`src/rtl/cfs_pkg.sv`:
```
package cfs_pkg;

    typedef enum logic [1:0] {
        CFS_MODE_MULTI,
        CFS_MODE_I2S,
        CFS_MODE_ACLINK,
        CFS_MODE_RSVD
    } cfs_mode_t;

    localparam int unsigned DIV_W         = 12;
    localparam int unsigned FLEN_W        = 4;
    localparam int unsigned WSIZE_W       = 4;
    localparam int unsigned SLOT_CNT_W    = 4;
    localparam int unsigned BIT_CNT_W     = 4;
    localparam logic [11:0] DIV_RESET     = 12'h000;
    localparam logic [11:0] DIV_OFF       = 12'h000;
    localparam logic [3:0]  BIT_CNT_RESET = 4'h0;
    localparam logic [3:0]  SLOT_CNT_RESET = 4'h0;
    localparam logic [3:0]  CNT_ONE       = 4'h1;

    typedef struct packed {
        cfs_mode_t        mode;
        logic [11:0]      divisor;
        logic             clk_dir_in;
        logic [3:0]       frame_len;
        logic [3:0]       word_size;
    } cfs_cfg_t;

    typedef struct packed {
        logic             frame_start;
        logic             slot_start;
        logic             bit_strobe;
        logic             frame_done;
        logic [3:0]       slot_index;
        logic [3:0]       bit_index;
    } cfs_status_t;

endpackage

```
`src/rtl/cfs_bit_clock_gen.sv`:
```
`timescale 1ns/1ps
`default_nettype none
module cfs_bit_clock_gen (
    input  wire logic        sys_clk,    // Instruction clock
    input  wire logic        rst_n,      // Sync reset, active low
    input  wire logic [11:0] divisor,    // Half-period count minus one
    input  wire logic        dir_in,     // Bit clock pin is an input
    output logic             gen_on,     // Generator running
    output logic             clk_level,  // Generated bit clock level
    output logic             rise_pulse  // One cycle at generated rising edge
);
    logic [11:0] cnt_r, cnt_nxt;
    logic        lvl_r, lvl_nxt;
    logic        rise_r, rise_nxt;
    logic        on;

    assign on = (divisor != cfs_pkg::DIV_OFF) && !dir_in;

    always_comb begin
        cnt_nxt  = cnt_r;
        lvl_nxt  = lvl_r;
        rise_nxt = 1'b0;
        if (!on) begin
            cnt_nxt = cfs_pkg::DIV_RESET;
            lvl_nxt = 1'b0;
        end else if (cnt_r >= divisor) begin
            cnt_nxt  = cfs_pkg::DIV_RESET;
            lvl_nxt  = !lvl_r;
            rise_nxt = !lvl_r;
        end else begin
            cnt_nxt = cnt_r + 12'h001;
        end
    end

    always_ff @(posedge sys_clk) begin
        if (!rst_n) begin
            cnt_r  <= cfs_pkg::DIV_RESET;
            lvl_r  <= 1'b0;
            rise_r <= 1'b0;
        end else begin
            cnt_r  <= cnt_nxt;
            lvl_r  <= lvl_nxt;
            rise_r <= rise_nxt;
        end
    end

    assign gen_on     = on;
    assign clk_level  = lvl_r;
    assign rise_pulse = rise_r;

    a_half_period: assert property (@(posedge sys_clk) disable iff (!rst_n)
        (on && $stable(divisor) && cnt_r == divisor) |=> (lvl_r != $past(lvl_r)))
        else $error("bit clock failed to toggle at divisor count");
    a_gen_off: assert property (@(posedge sys_clk) disable iff (!rst_n)
        (divisor == cfs_pkg::DIV_OFF) |=> !lvl_r)
        else $error("bit clock runs with divisor zero");
endmodule // cfs_bit_clock_gen
`default_nettype wire

```
`src/rtl/cfs_edge_sampler.sv`:
```
`timescale 1ns/1ps
`default_nettype none
module cfs_edge_sampler (
    input  wire logic sys_clk,   // Instruction clock
    input  wire logic rst_n,     // Sync reset, active low
    input  wire logic bit_tick,  // Sampling bit clock edge
    input  wire logic sync_in,   // Frame sync pin level
    output logic      level,     // Frame sync at this tick
    output logic      rose,      // Rise since last sample
    output logic      fell       // Fall since last sample
);
    logic cur_r, cur_nxt;

    // Pin judged at the tick itself, so the start lands one bit later
    always_comb begin
        cur_nxt = cur_r;
        if (bit_tick) begin
            cur_nxt = sync_in;
        end
    end

    always_ff @(posedge sys_clk) begin
        if (!rst_n) begin
            cur_r <= 1'b0;
        end else begin
            cur_r <= cur_nxt;
        end
    end

    assign level = sync_in;
    assign rose  = sync_in && !cur_r;
    assign fell  = !sync_in && cur_r;
endmodule // cfs_edge_sampler
`default_nettype wire

```
`src/rtl/cfs_frame_sync.sv`:
```
`timescale 1ns/1ps
`default_nettype none
// Function
// Multi-channel: frame starts one bit after sync
// Multi-channel sync pulse resets frame generator
// I2S: word starts one bit after edge
// I2S: either edge resets frame generator
// AC-Link: tag slot one bit after sync
// Software matches frame length in slave mode
// Ignore sync pulses until frame completes
// Bit clock from 12-bit time base
// Zero divisor disables bit clock generator
// Bit clock equals clock over 2(div+1)
// External clock: software sets divisor zero
// External clock input ignores divisor
// Drive pin from generator, else input
module cfs_frame_sync (
    input  wire logic                 sys_clk,       // 20 MHz instruction clock
    input  wire logic                 rst_n,         // Sync reset, active low
    input  wire cfs_pkg::cfs_mode_t   mode,          // Framing mode
    input  wire logic [11:0]          bit_clock_divisor,    // Bit clock divisor
    input  wire logic                 bit_clock_direction,  // 1 = bit clock pin input
    input  wire logic [3:0]           frame_length_setting, // Words per frame minus one, unused in I2S
    input  wire logic [3:0]           word_size_setting,    // Bits per word minus one
    input  wire logic                 frame_sync_pin,       // Frame sync pin level
    input  wire logic                 serial_bit_clock_pin_i, // Bit clock pin input
    output logic                      serial_bit_clock_pin_o, // Bit clock pin output
    output logic                      serial_bit_clock_pin_oe, // Bit clock pin enable
    output cfs_pkg::cfs_status_t      status,        // Frame timing strobes
    output logic                      busy           // Frame transfer in progress
);
    logic        gen_on, gen_lvl, gen_rise;
    logic        ext_cur_r, ext_cur_nxt;
    logic        ext_prv_r, ext_prv_nxt;
    logic        tick;
    logic        fs_lvl, fs_rose, fs_fell;
    logic        trig;

    cfs_bit_clock_gen u_gen (
        .sys_clk    (sys_clk),
        .rst_n      (rst_n),
        .divisor    (bit_clock_divisor),
        .dir_in     (bit_clock_direction),
        .gen_on     (gen_on),
        .clk_level  (gen_lvl),
        .rise_pulse (gen_rise)
    );

    // External bit clock edge detect, inputs synchronous to sys_clk
    always_comb begin
        ext_cur_nxt = serial_bit_clock_pin_i;
        ext_prv_nxt = ext_cur_r;
    end

    always_ff @(posedge sys_clk) begin
        if (!rst_n) begin
            ext_cur_r <= 1'b0;
            ext_prv_r <= 1'b0;
        end else begin
            ext_cur_r <= ext_cur_nxt;
            ext_prv_r <= ext_prv_nxt;
        end
    end

    assign tick = bit_clock_direction ? (ext_cur_r && !ext_prv_r) : gen_rise;

    cfs_edge_sampler u_fs (
        .sys_clk  (sys_clk),
        .rst_n    (rst_n),
        .bit_tick (tick),
        .sync_in  (frame_sync_pin),
        .level    (fs_lvl),
        .rose     (fs_rose),
        .fell     (fs_fell)
    );

    // Sync qualified per mode
    always_comb begin
        case (mode)
            cfs_pkg::CFS_MODE_MULTI:  trig = fs_lvl;
            cfs_pkg::CFS_MODE_I2S:    trig = fs_rose || fs_fell;
            cfs_pkg::CFS_MODE_ACLINK: trig = fs_lvl;
            default:                  trig = 1'b0;
        endcase
    end

    typedef enum logic [1:0] {
        CFS_IDLE,
        CFS_ARMED,
        CFS_XFER
    } cfs_state_t;

    cfs_state_t  st_r, st_nxt;
    logic [3:0]  bit_r, bit_nxt;
    logic [3:0]  slot_r, slot_nxt;
    logic        last_bit, last_slot, words_done;
    cfs_pkg::cfs_status_t stat_r, stat_nxt;
    logic        clk_o_r, clk_o_nxt;
    logic        clk_oe_r, clk_oe_nxt;
    logic        busy_r, busy_nxt;

    assign last_bit   = (bit_r == word_size_setting);
    assign last_slot  = (slot_r == frame_length_setting);
    // I2S frame is one word; other modes use the frame length setting
    assign words_done = (mode == cfs_pkg::CFS_MODE_I2S) ? 1'b1 : last_slot;

    always_comb begin
        st_nxt   = st_r;
        bit_nxt  = bit_r;
        slot_nxt = slot_r;
        stat_nxt = '0;
        stat_nxt.slot_index = slot_r;
        stat_nxt.bit_index  = bit_r;
        if (tick) begin
            case (st_r)
                CFS_IDLE: begin
                    if (trig) begin
                        st_nxt = CFS_ARMED;
                    end
                end
                CFS_ARMED: begin
                    // One bit clock after the sampled sync
                    st_nxt   = CFS_XFER;
                    bit_nxt  = cfs_pkg::BIT_CNT_RESET;
                    slot_nxt = cfs_pkg::SLOT_CNT_RESET;
                    stat_nxt.frame_start = 1'b1;
                    stat_nxt.slot_start  = 1'b1;
                    stat_nxt.bit_strobe  = 1'b1;
                    stat_nxt.slot_index  = cfs_pkg::SLOT_CNT_RESET;
                    stat_nxt.bit_index   = cfs_pkg::BIT_CNT_RESET;
                end
                CFS_XFER: begin
                    // Sync ignored until frame ends
                    if (last_bit && words_done) begin
                        stat_nxt.frame_done = 1'b1;
                        st_nxt = trig ? CFS_ARMED : CFS_IDLE;
                    end else begin
                        stat_nxt.bit_strobe = 1'b1;
                        if (last_bit) begin
                            bit_nxt  = cfs_pkg::BIT_CNT_RESET;
                            slot_nxt = slot_r + cfs_pkg::CNT_ONE;
                            stat_nxt.slot_start = 1'b1;
                            stat_nxt.slot_index = slot_r + cfs_pkg::CNT_ONE;
                            stat_nxt.bit_index  = cfs_pkg::BIT_CNT_RESET;
                        end else begin
                            bit_nxt = bit_r + cfs_pkg::CNT_ONE;
                            stat_nxt.bit_index = bit_r + cfs_pkg::CNT_ONE;
                        end
                    end
                end
                default: st_nxt = CFS_IDLE;
            endcase
        end
        clk_o_nxt  = gen_lvl;
        clk_oe_nxt = gen_on;
        busy_nxt   = (st_nxt != CFS_IDLE);
    end

    always_ff @(posedge sys_clk) begin
        if (!rst_n) begin
            st_r     <= CFS_IDLE;
            bit_r    <= cfs_pkg::BIT_CNT_RESET;
            slot_r   <= cfs_pkg::SLOT_CNT_RESET;
            stat_r   <= '0;
            clk_o_r  <= 1'b0;
            clk_oe_r <= 1'b0;
            busy_r   <= 1'b0;
        end else begin
            st_r     <= st_nxt;
            bit_r    <= bit_nxt;
            slot_r   <= slot_nxt;
            stat_r   <= stat_nxt;
            clk_o_r  <= clk_o_nxt;
            clk_oe_r <= clk_oe_nxt;
            busy_r   <= busy_nxt;
        end
    end

    assign serial_bit_clock_pin_o  = clk_o_r;
    assign serial_bit_clock_pin_oe = clk_oe_r;
    assign status = stat_r;
    assign busy   = busy_r;

    a_start_after_sync: assert property (@(posedge sys_clk) disable iff (!rst_n)
        (tick && st_r == CFS_ARMED) |=> status.frame_start)
        else $error("frame did not start one bit after sync");
    a_no_start_idle: assert property (@(posedge sys_clk) disable iff (!rst_n)
        (st_r == CFS_IDLE) |=> !status.frame_start)
        else $error("frame started without armed sync");
    a_ignore_in_xfer: assert property (@(posedge sys_clk) disable iff (!rst_n)
        (tick && st_r == CFS_XFER && !(last_bit && words_done)) |=> (st_r == CFS_XFER))
        else $error("transfer disturbed before frame end");
    a_i2s_edge_arm: assert property (@(posedge sys_clk) disable iff (!rst_n)
        (tick && st_r == CFS_IDLE && mode == cfs_pkg::CFS_MODE_I2S && (fs_rose || fs_fell))
        |=> (st_r == CFS_ARMED))
        else $error("i2s edge did not arm the frame");
    a_multi_level_arm: assert property (@(posedge sys_clk) disable iff (!rst_n)
        (tick && st_r == CFS_IDLE && mode != cfs_pkg::CFS_MODE_I2S
         && mode != cfs_pkg::CFS_MODE_RSVD && fs_lvl) |=> (st_r == CFS_ARMED))
        else $error("high sync did not arm the frame");
    a_reset_counters: assert property (@(posedge sys_clk) disable iff (!rst_n)
        status.frame_start |-> (bit_r == 4'h0 && slot_r == 4'h0))
        else $error("frame generator not reset on sync");
    a_pin_drive: assert property (@(posedge sys_clk) disable iff (!rst_n)
        bit_clock_direction |=> !serial_bit_clock_pin_oe)
        else $error("bit clock pin driven while input");
    a_ext_ignore_div: assert property (@(posedge sys_clk) disable iff (!rst_n)
        (bit_clock_direction && ext_cur_r && !ext_prv_r) |-> tick)
        else $error("external bit clock edge lost");
endmodule // cfs_frame_sync
`default_nettype wire

```
`config.mk`:
```
export PLATFORM = sky130hd
export DESIGN_NAME = cfs_frame_sync
export DESIGN_NICKNAME = d
export VERILOG_FILES = /design/src/rtl/cfs_pkg.sv /design/src/rtl/cfs_bit_clock_gen.sv /design/src/rtl/cfs_edge_sampler.sv /design/src/rtl/cfs_frame_sync.sv
export SDC_FILE = /design/constraint.sdc
export NUM_CORES = 1
export LEC_CHECK = 0
export BUFFER_PORTS_ARGS = -buffer_cell sky130_fd_sc_hd__buf_2
export CAP_MARGIN = 15
export CELL_PAD_IN_SITES_DETAIL_PLACEMENT = 0
export CELL_PAD_IN_SITES_GLOBAL_PLACEMENT = 2
export CORE_AREA = 2 2 92 77
export DETAILED_ROUTE_END_ITERATION = 8
export DIE_AREA = 0 0 94 79
export GPL_ROUTABILITY_DRIVEN = 0
export GPL_TIMING_DRIVEN = 0
export PLACE_DENSITY_LB_ADDON = 0.12
export SYNTH_ARGS = -nofsm -noshare
export SYNTH_HDL_FRONTEND = slang
export SYNTH_SLANG_ARGS = --single-unit
export TNS_END_PERCENT = 20
```
`constraint.sdc`:
```
create_clock -name sys_clk -period 3.9 [get_ports sys_clk]
set_input_delay 0.585 -clock sys_clk [delete_from_list [all_inputs] [get_ports sys_clk]]
set_output_delay 0.585 -clock sys_clk [all_outputs]
set_load 0.02 [all_outputs]
```
==> results.md, run 1 <==
- GR Layer Usage met1: 25.5%
- Final hold violation count: 0
- Unrepaired setup endpoints after global routing: false
- Post-DR vias/cell: 5.01
- Crit path buf inv count: 3
- Fin area: 2670 um2
- Initial antenna violation count: 0
- Compound-cell area share of the yosys netlist: 16.9%
- Vias in the first global route: 1862
- XOR/XNOR Fraction of Synth Area: 7.30%
- Clock Sinks: 42
- CTS max path bufs: 2
- Clock root buffer: clkbuf_8
- Synth Warn #: 0
- First-pass GRT wire length: 9.29 mm
- GR Util met3: 2.94%
- Antenna-violating nets left: 0
- Relative slew slack: 60.5%
- Final period utilization: 57.1%
- Period minus WS final: 2.23 ns
- CP max stage delay: 0.40 ns
- Clock input transition at the sequential cells of the worst setup and hold paths: 0.07 ns
- H-Tree Depth: 2
- Core ar.: 6590 um2
- Yosys cell types: 50
- Path category of the worst min-delay check: flip-flop to flip-flop
- Post-synth EDFFs: 0
- Largest delay contributor family on the critical path: simple AND/OR/NAND/NOR gates
- Clk_lat worst skew: 0.29 ns
- Adder-Cell Fraction of Synth Area: 10.4%
- Clock buffer count from CTS: 5
- Combinational family with the most area after synthesis: simple AND/OR/NAND/NOR gates
- CTS tree: yes
- Synth Area per Inst: 8.88 um2
- Grt met2 use: 22.0%
- Hold-fix buffers at CTS: 0
- Number of gates resized after cts: 0
- P per Cell Area: 286 nW/um2
- Most numerous cell on the critical path: buf_2
- Global route hottest layer: met1
- Worst EP required: 4.05 ns
- Worst EP arrival: 2.38 ns
- Setup violators final: 0
- Startpoint types: primary input
- Synth Register Bits: 42
- Final wirelength: 5.63 mm
- Post-DP Area: 2590 um2
- Wirelength per Cell: 14.4 um
- Post-Synth Simple-Gate Area: 21.9%
- Critical path capture point type: flip-flop
- GRT Overall Usage: 16.0%
- Aggregate global routing overflow: 0
- Final nets: 351
- I/O pins: 42
- CP Class: primary input to flip-flop
- Diode count: 0
- Critical path, cell by cell: buf_2 -> inv_1 -> ha_1 -> nand4_1 -> or3_1 -> o221ai_1 -> buf_2 -> nor3_1
- Ys flop type: dfxtp_1
- Max cap viols: 0
- Largest net degree at the start of global routing: 12
- Syn_nets: 303
- Effective utilization at floorplan: 34.6%
- Synth Instances: 257
- TNS Setup: 0 ns
- Die ar.: 7430 um2
- Sequential share of the synthesized area: 36.9%
- Share of layout cells above drive strength 1: 19.3%
- Status: complete, no violations
- Final HPWL DP: 4.36 mm
- Final slew viol count: 0
- Slew @ Worst Pin: 0.593 ns
- Port Buffer Count: 41
- Leakage: 1.16 nW
- Die Y: 79 um
- Mux cell area share after synthesis: 1.37%
- Layout Skew: 0.00388 ns
- Crit path max fanout: 10
- Initial DRC Count: 42
- Fmax: 449 MHz
- Die width: 94 um
- Slowest-stage cell, CP: o221ai_1
- Synthesis-to-finish area growth: 17.1%
- DR vias: 1962
- VDD IR max: 0.163 mV
- Synth Cell Area: 2280 um2
- Number of core rows: 27
- Post-synth ARST share: 0%
- Post-CTS Setup Inserts: 0
- Residual DRC: 0
- DRT Pass-1 Iters: 4
cells by family after synthesis:
kind of cell | after synthesis
and+or+nand+nor | 94
AOI/OAI and AO/OA | 53
DFF | 42
buffers and inverters | 27
xor gates and xnor gates | 19
adders and majority gates | 19
muxes | 3
metrics by stage:
| stage | hold WS [ns] | util [%] | total power (W) | std cells | setup WS [ns] |
|---|---|---|---|---|---|
| after floorplan | 0.421 | - | 0.000484 | 257 | 1.79 |
| after detailed placement | 0.445 | 39.4 | 0.000514 | 385 | 1.38 |
| after global placement | 0.438 | 39.4 | 0.000514 | 385 | 1.41 |
| after CTS | 0.461 | 40.6 | 0.000781 | 392 | 1.69 |
| after global routing | 0.484 | 40.6 | 0.000808 | 392 | 1.42 |
| final | 0.459 | 40.6 | 0.000764 | 392 | 1.67 |
final timing paths:
check | end | startpoint | depth (start not counted) | slack [ns]
worst min register to register | ext_prv_r | ext_cur_r | 1 | 0.46
worst max-delay path | u_gen.cnt_r[8] | bit_clock_divisor[9] | 8 | 1.67
worst min-delay path | ext_prv_r | ext_cur_r | 1 | 0.46
worst max register to register | u_gen.cnt_r[8] | u_gen.cnt_r[0] | 8 | 1.71
cell type report:
type                    instances  area, um2
well taps                      87        109
repair buffers                 41        205
multi-input cells             188       1320
inverters                      19       71.3
fillers                       691       3920
plain buffers                   8       47.5
flip-flops and latches         42        841
clock buffers                   7       76.3
routing by layer:
layer	routed length, um	vias to the layer above
met3	236	0
met5	0	-
met1	3220	907
li1	-	1020
met2	2180	35
met4	0	0
cell usage in the layout, fill, tap and decap left out, types with 2 or more instances in the layout:
| cell | instances |
|---|---|
| o22ai_1 | 7 |
| and2_1 | 4 |
| nand4_1 | 7 |
| o221ai_1 | 2 |
| xnor2_1 | 13 |
| nor2_1 | 15 |
| nand3_1 | 9 |
| nor3b_1 | 2 |
| clkbuf_1 | 5 |
| ha_1 | 19 |
| nor4_1 | 3 |
| nand2b_1 | 3 |
| buf_2 | 43 |
| and3_1 | 5 |
| o21a_1 | 5 |
| o21ai_0 | 7 |
| nor3_1 | 13 |
| a211oi_1 | 5 |
| a31oi_1 | 3 |
| dfxtp_1 | 42 |
| clkbuf_8 | 5 |
| a21o_1 | 5 |
| nor2b_1 | 3 |
| a21oi_1 | 8 |
| buf_4 | 2 |
| nand2_1 | 20 |
| mux2i_1 | 2 |
| inv_1 | 19 |
| o32ai_1 | 2 |
| xor2_1 | 6 |
report_power, final:
part           leakage (nW)  switching (W)  internal, W
registers             0.339     0.00000234     0.000432
logic                 0.786      0.0000398    0.0000290
clock network        0.0383       0.000138     0.000123
total                  1.16       0.000180     0.000584
registers in the layout (all words and copies together) (netlist names), 2 cells and up:
register	count
st_r	2
status	12
bit_r	4
u_gen.cnt_r	12
slot_r	4
worst reg2reg max path, cell delays in order (launching register included):
cell and delay, ns:
dfxtp_1 0.40, inv_1 0.06, ha_1 0.26, nand2b_1 0.14, a21o_1 0.18, a211oi_1 0.29, o221ai_1 0.31, buf_2 0.29
nor3_1 0.19
cell usage after synthesis, drive strengths merged (2+ instances only):
cell type / instances / area share, %
and3: 5 / 1.4
dfxtp: 42 / 37
nand4: 7 / 1.9
nor2b: 3 / 0.82
a21oi: 8 / 1.8
xor2: 6 / 2.3
xnor2: 13 / 5.0
o21ai: 7 / 1.5
nor3b: 2 / 0.66
o221ai: 2 / 0.77
nand3: 10 / 2.4
nor3: 13 / 2.9
and2: 5 / 1.4
o22ai: 7 / 1.9
a31oi: 3 / 0.82
clkbuf: 3 / 0.49
a211oi: 5 / 1.6
mux2i: 2 / 0.88
nor2: 15 / 2.5
nand2b: 4 / 1.4
o21a: 5 / 1.6
ha: 19 / 10
buf: 5 / 1.6
and4: 2 / 0.82
a21o: 5 / 1.6
nand2: 20 / 3.3
o32ai: 2 / 0.77
nor4: 3 / 0.82
inv: 19 / 3.1
No activity file was read; power rests on OpenSTA's default activity.
==> inputs of run 2 (changes only) <==
--- a/config.mk
+++ b/config.mk
@@ -9,9 +9,9 @@
 export CAP_MARGIN = 15
 export CELL_PAD_IN_SITES_DETAIL_PLACEMENT = 0
 export CELL_PAD_IN_SITES_GLOBAL_PLACEMENT = 2
-export CORE_AREA = 2 2 92 77
+export CORE_AREA = 2 2 101 83
 export DETAILED_ROUTE_END_ITERATION = 8
-export DIE_AREA = 0 0 94 79
+export DIE_AREA = 0 0 103 85
 export GPL_ROUTABILITY_DRIVEN = 0
 export GPL_TIMING_DRIVEN = 0
 export PLACE_DENSITY_LB_ADDON = 0.12
==> constraint.sdc (replaced) <==
create_clock -name sys_clk -period 2.01 [get_ports sys_clk]
set_input_delay 0.3015 -clock sys_clk [delete_from_list [all_inputs] [get_ports sys_clk]]
set_output_delay 0.3015 -clock sys_clk [all_outputs]
set_load 0.02 [all_outputs]
==> results.md, run 2 (synthesis results as in run 1) <==
- Status: complete, no violations
- Setup violators final: 0 (unchanged)
- Port Buffer Count: 41 (unchanged)
- Synthesis-to-finish area growth: 22.1%
- Wirelength per Cell: 14.4 um (about the same)
- Aggregate global routing overflow: 0 (unchanged)
- Largest delay contributor family on the critical path: simple AND/OR/NAND/NOR gates
- Max cap viols: 0 (unchanged)
- Die ar.: 8760 um2 (+18%)
- Period minus WS final: 1.98 ns
- P per Cell Area: 561 nW/um2 (+96%)
- Effective utilization at floorplan: 29.4% (-5.3 points)
- Share of layout cells above drive strength 1: 23.6% (+4.3 points)
- Final hold violation count: 0 (unchanged)
- Commonest non-fill, non-tap cell in the layout: buf_2
- DP Cell Count: 406 (+5.5%)
- Fin area: 2790 um2 (+4.3%)
- Leakage: 1.19 nW (+2.2%)
- Clock Power Share: 37.0% (+2.8 points)
- Critical path, cell by cell: ha_1 -> nand4_1 -> or3_4 -> o221ai_4 -> mux2_2
- H-Tree Depth: 2 (unchanged)
- First-pass GRT wire length: 9.58 mm (+3.1%)
- Slowest-stage cell, CP: or3_4
- Diode count: 0 (unchanged)
- Clock buffer count from CTS: 5 (unchanged)
- Global route hottest layer: met1
- Antenna-violating nets left: 0 (unchanged)
- Slew @ Worst Pin: 0.595 ns (+0.00241 ns)
- Commonest cells after routing, fill and taps aside: buf_2, dfxtp_1, nand2_1, inv_1, ha_1
- Layout Skew: 0.00956 ns (+0.00567 ns)
- Worst EP required: 2.21 ns (-1.84 ns)
- Clock Sinks: 42 (unchanged)
- GR Util met3: 2.88% (-0.058 points)
- Grt met2 use: 18.9% (-3.1 points)
- GR Layer Usage met1: 23.1% (-2.4 points)
- Design Power: 0.00156 W (+100%)
- Finished Layout Cells: 417 (+6.4%)
- R2R Path Start: u_gen.cnt_r[9]
- DP Worst Slack: -0.254 ns (-1.64 ns)
- Crit path buf inv count: 0 (-3)
- Final slew viol count: 0 (unchanged)
- Core ar.: 7760 um2 (+18%)
- Vias in the first global route: 1844 (-0.97%)
- Relative slew slack: 60.3% (-0.16 points)
- Fmax: 505 MHz
- Clock root buffer: clkbuf_8
- Hold-fix buffers at CTS: 0 (unchanged)
- DR vias: 1948 (-0.71%)
- Total internal power: 0.00115 W (+96%)
- Unrepaired setup endpoints after global routing: true
- Post-DP Area: 2620 um2 (+1.0%)
- Post-DR vias/cell: 4.67 (-6.7%)
- Largest net degree at the start of global routing: 16 (+4)
- Final HPWL DP: 4.61 mm (+5.6%)
- DRT Pass-1 Iters: 4 (unchanged)
- Reg power frac: 53.9% (-2.9 points)
- Min setup slack post-route: 0.0281 ns (-1.64 ns)
- Initial antenna violation count: 0 (unchanged)
- Die Y: 85 um (+7.6%)
- Die width: 103 um (+9.6%)
- CTS tree: yes
- I/O pins: 42 (unchanged)
- VDD IR max: 0.253 mV (+55%)
- Final period utilization: 98.6%
- Comb power frac: 9.1% (about the same)
- CP Launch Point: u_gen.cnt_r[9]
- Startpoint types: flip-flop
- Clock input transition at the sequential cells of the worst setup and hold paths: 0.09 ns (+0.02 ns)
- Final wirelength: 6.00 mm (+6.5%)
- GRT Overall Usage: 14.4% (-1.7 points)
- Path category of the worst min-delay check: primary input to flip-flop
- CTS max path bufs: 2 (unchanged)
- Hold wc startpoint: serial_bit_clock_pin_i
- Residual DRC: 0 (unchanged)
- Hold_ws: 0.202 ns (-0.257 ns)
- Final nets: 354 (+0.85%)
- Critical path capture point type: flip-flop
- CP max stage delay: 0.44 ns (+0.04 ns)
- Worst EP arrival: 2.18 ns (-0.20 ns)
- Crit path max fanout: 5 (-5)
- Switching Share: 26.6% (+3.0 points)
- Clk_lat worst skew: 0.30 ns (about the same)
- Initial DRC Count: 77 (+83%)
- Number of core rows: 29 (+7.4%)
- Switching Power: 0.000416 W (+130%)
- CP Class: flip-flop to flip-flop
run 2: layer usage:
| metal | up-vias | part of all wire [%] |
|---|---|---|
| li1 | 1027 | - |
| met1 | 888 | 55 |
| met2 | 31 | 40 |
| met3 | 2 | 4.3 |
| met4 | 0 | 0.47 |
| met5 | - | 0 |
run 2: layout make-up:
type / instances / area [um2]
Clock inverter: 3 / 23.8
Buffer: 8 / 50.0
Timing Repair Buffer: 44 / 228
Clock buffer: 5 / 68.8
Inverter: 19 / 71.3
Tap cell: 108 / 135
Fill cell: 832 / 4980
Sequential cell: 42 / 845
Multi-Input combinational cell: 188 / 1360
run 2: path summary, 6_finish.rpt:
path	cells after the start	end	slack [ns]
worst min-delay path	2	ext_cur_r	0.20
worst min register to register	1	u_gen.cnt_r[0]	0.45
worst max-delay path	5	u_gen.clk_level	0.03
worst max register to register	5	u_gen.clk_level	0.03
run 2: power groups by stage:
stage / sequential (W) / clock (W) / combinational (W)
final: 0.000843 / 0.000579 / 0.000142
after global routing: 0.000844 / 0.000632 / 0.000159
after floorplan: 0.000863 / 0 / 0.0000750
after detailed placement: 0.000862 / 0 / 0.000136
after CTS: 0.000843 / 0.000604 / 0.000142
after global placement: 0.000862 / 0 / 0.000136
run 2: metrics by stage:
| step | TNS [ns] | util [%] |
|---|---|---|
| floorplan | 0 | - |
| global placement | -2.40 | 33.8 |
| detailed placement | -2.65 | 33.8 |
| CTS | -0.00348 | 35.4 |
| global route | -0.110 | 35.9 |
| finish | 0 | 35.9 |
run 2: repair_timing:
item / 4_1_cts / 5_1_grt
buffers inserted: 0 / 3
endpoints found under the setup margin: 11 / 18
gates resized for setup: 6 / 5
pin swaps: 2 / 3
==> inputs of run 3 (changes only) <==
--- a/config.mk
+++ b/config.mk
@@ -5,13 +5,13 @@
 export SDC_FILE = /design/constraint.sdc
 export NUM_CORES = 1
 export LEC_CHECK = 0
-export BUFFER_PORTS_ARGS = -buffer_cell sky130_fd_sc_hd__buf_2
 export CAP_MARGIN = 15
 export CELL_PAD_IN_SITES_DETAIL_PLACEMENT = 0
 export CELL_PAD_IN_SITES_GLOBAL_PLACEMENT = 2
-export CORE_AREA = 2 2 101 83
+export CORE_AREA = 2 2 95 79
 export DETAILED_ROUTE_END_ITERATION = 8
-export DIE_AREA = 0 0 103 85
+export DIE_AREA = 0 0 97 81
+export DONT_BUFFER_PORTS = 1
 export GPL_ROUTABILITY_DRIVEN = 0
 export GPL_TIMING_DRIVEN = 0
 export PLACE_DENSITY_LB_ADDON = 0.12
==> results.md, run 3 (synthesis results as in run 1) <==
- Residual DRC: 0 (unchanged)
- Initial antenna violation count: 0 (unchanged)
- Clk_lat worst skew: 0.29 ns (about the same)
- Max cap viols: 0 (unchanged)
- Worst EP required: 2.19 ns (-0.02 ns)
- Post-DP Area: 2390 um2 (-8.7%)
- Hold wc startpoint: serial_bit_clock_pin_i
- Clock input transition at the sequential cells of the worst setup and hold paths: 0.08 ns (about the same)
- Core ar.: 7040 um2 (-9.3%)
- VDD IR max: 0.234 mV (-7.3%)
- Antenna-violating nets left: 0 (unchanged)
- Reg-to-reg endpoint: u_gen.clk_level
- Vias in the first global route: 1747 (-5.3%)
- Clock root buffer: clkbuf_8
- CP Class: flip-flop to flip-flop
- DP Cell Count: 347 (-15%)
- Fin area: 2570 um2 (-7.8%)
- R2R Path Start: u_gen.cnt_r[10]
- GRT Overall Usage: 15.1% (+0.76 points)
- Fillers: 754 (-9.4%)
- R2r setup slk: 0.11 ns (+0.08 ns)
- DR vias: 1824 (-6.4%)
- CTS tree: yes
- Clock buffer count from CTS: 5 (unchanged)
- Sequential cell area: 843 um2 (-0.15%)
- Wirelength per Cell: 16.3 um (+13%)
- Layout Skew: 0.00608 ns (-0.00348 ns)
- Die Y: 81 um (-4.7%)
- Final hold violation count: 0 (unchanged)
- Die width: 97 um (-5.8%)
- Multi-input gate area: 1390 um2 (+2.0%)
- I/O pins: 42 (unchanged)
- Port Buffer Count: 0 (-100%)
- Post-DR vias/cell: 5.12 (+9.7%)
- Status: complete, no violations
- Path category of the worst min-delay check: primary input to flip-flop
- Critical path capture point type: flip-flop
- Worst Hold End: ext_cur_r
- Aggregate global routing overflow: 0 (unchanged)
- Fmax: 525 MHz (+4.1%)
- Period minus WS final: 1.90 ns (-0.0780 ns)
- Final wirelength: 5.80 mm (-3.4%)
- Relative slew slack: 63.1% (+2.8 points)
- Crit path max fanout: 5 (unchanged)
- Finished Layout Cells: 356 (-15%)
- Unrepaired setup endpoints after global routing: false
- Die ar.: 7860 um2 (-10%)
- Commonest non-fill, non-tap cell in the layout: dfxtp_1
- Final HPWL DP: 4.37 mm (-5.2%)
- Number of core rows: 28 (-3.4%)
- CTS max path bufs: 2 (unchanged)
- Largest net degree at the start of global routing: 13 (-3)
- Worst EP arrival: 2.09 ns (-0.09 ns)
- Leakage: 1.01 nW (-15%)
- DRT Pass-1 Iters: 4 (unchanged)
- Setup violators final: 0 (unchanged)
- Util after Layout: 36.5% (+0.59 points)
- Clock Sinks: 42 (unchanged)
- P per Cell Area: 594 nW/um2 (+5.9%)
- Initial DRC Count: 69 (-10%)
- Slew @ Worst Pin: 0.553 ns (-0.0419 ns)
- Final nets: 311 (-12%)
- Diode count: 0 (unchanged)
- Share of layout cells above drive strength 1: 12.0% (-12 points)
- Final period utilization: 94.7% (-3.9 points)
- Effective utilization at floorplan: 32.4% (+3.0 points)
- First-pass GRT wire length: 9.29 mm (-3.1%)
- H-Tree Depth: 2 (unchanged)
- Worst Reg-to-Reg Cells: 5 (unchanged)
- Final slew viol count: 0 (unchanged)
- Synthesis-to-finish area growth: 12.6%
- Startpoint types: flip-flop
- Worst hold path stage count: 1 (-1)
- Commonest cells after routing, fill and taps aside: dfxtp_1, nand2_1, inv_1, ha_1, nor2_1
[run 3: power by group]
group / switching [W] / internal, W / leakage, nW
clock network: 0.000296 / 0.000278 / 0.0482
registers: 0.00000695 / 0.000838 / 0.340
logic: 0.0000650 / 0.0000420 / 0.618
[run 3: layout make-up]
| cell class | count | area share (%) |
|---|---|---|
| timing repair buffer | 1 | 0.292 |
| buffer | 8 | 1.95 |
| sequential | 42 | 32.8 |
| tap | 90 | 4.39 |
| inverter | 19 | 2.78 |
| multi-input combinational | 188 | 54.2 |
| clock buffer | 7 | 3.36 |
| clock inverter | 1 | 0.195 |
[run 3: critical path, stage by stage (launching register included)]
cell and delay (ns):
dfxtp_1 0.35, ha_1 0.31, nand4_1 0.15, or3_4 0.40, o221ai_4 0.23, mux2_2 0.36
[run 3: routing by layer]
metal	routed length (um)	share of wire, %	vias up	track usage, %
li1	-	-	937	-
met1	3270	56	849	23.4
met2	2240	39	36	20.4
met3	268	4.6	2	4.22
met4	19	0.33	0	3.38
met5	0	0	-	0
[run 3: worst max-delay path by stage]
stage / from / slack [ns] / endpoint
6_report: u_gen.cnt_r[10] / 0.11 / u_gen.clk_level
5_1_grt: bit_r[2] / 0.006 / busy
2_1_floorplan: u_gen.cnt_r[9] / 0.18 / u_gen.clk_level
3_3_place_gp: u_gen.cnt_r[0] / -0.12 / u_gen.cnt_r[8]
3_5_place_dp: u_gen.cnt_r[0] / -0.14 / u_gen.cnt_r[3]
4_1_cts: u_gen.cnt_r[9] / 0.01 / u_gen.clk_level
[run 3: through the flow]
stage / setup WS (ns) / TNS (ns) / hold WS [ns] / total power, W
after detailed placement: -0.139 / -1.29 / 0.432 / 0.000965
after global routing: 0.00571 / 0 / 0.117 / 0.00159
after global placement: -0.124 / -1.23 / 0.430 / 0.000966
after floorplan: 0.184 / 0 / 0.421 / 0.000938
final: 0.106 / 0 / 0.134 / 0.00153
after CTS: 0.0136 / 0 / 0.117 / 0.00155
[run 3: repair_timing]
item                                    4_1_cts  5_1_grt
endpoints found under the setup margin       11       16
setup buffers                                 0        1
gates resized for setup                       3       12
pin swaps                                     0        5
hold buffers                                  0        0
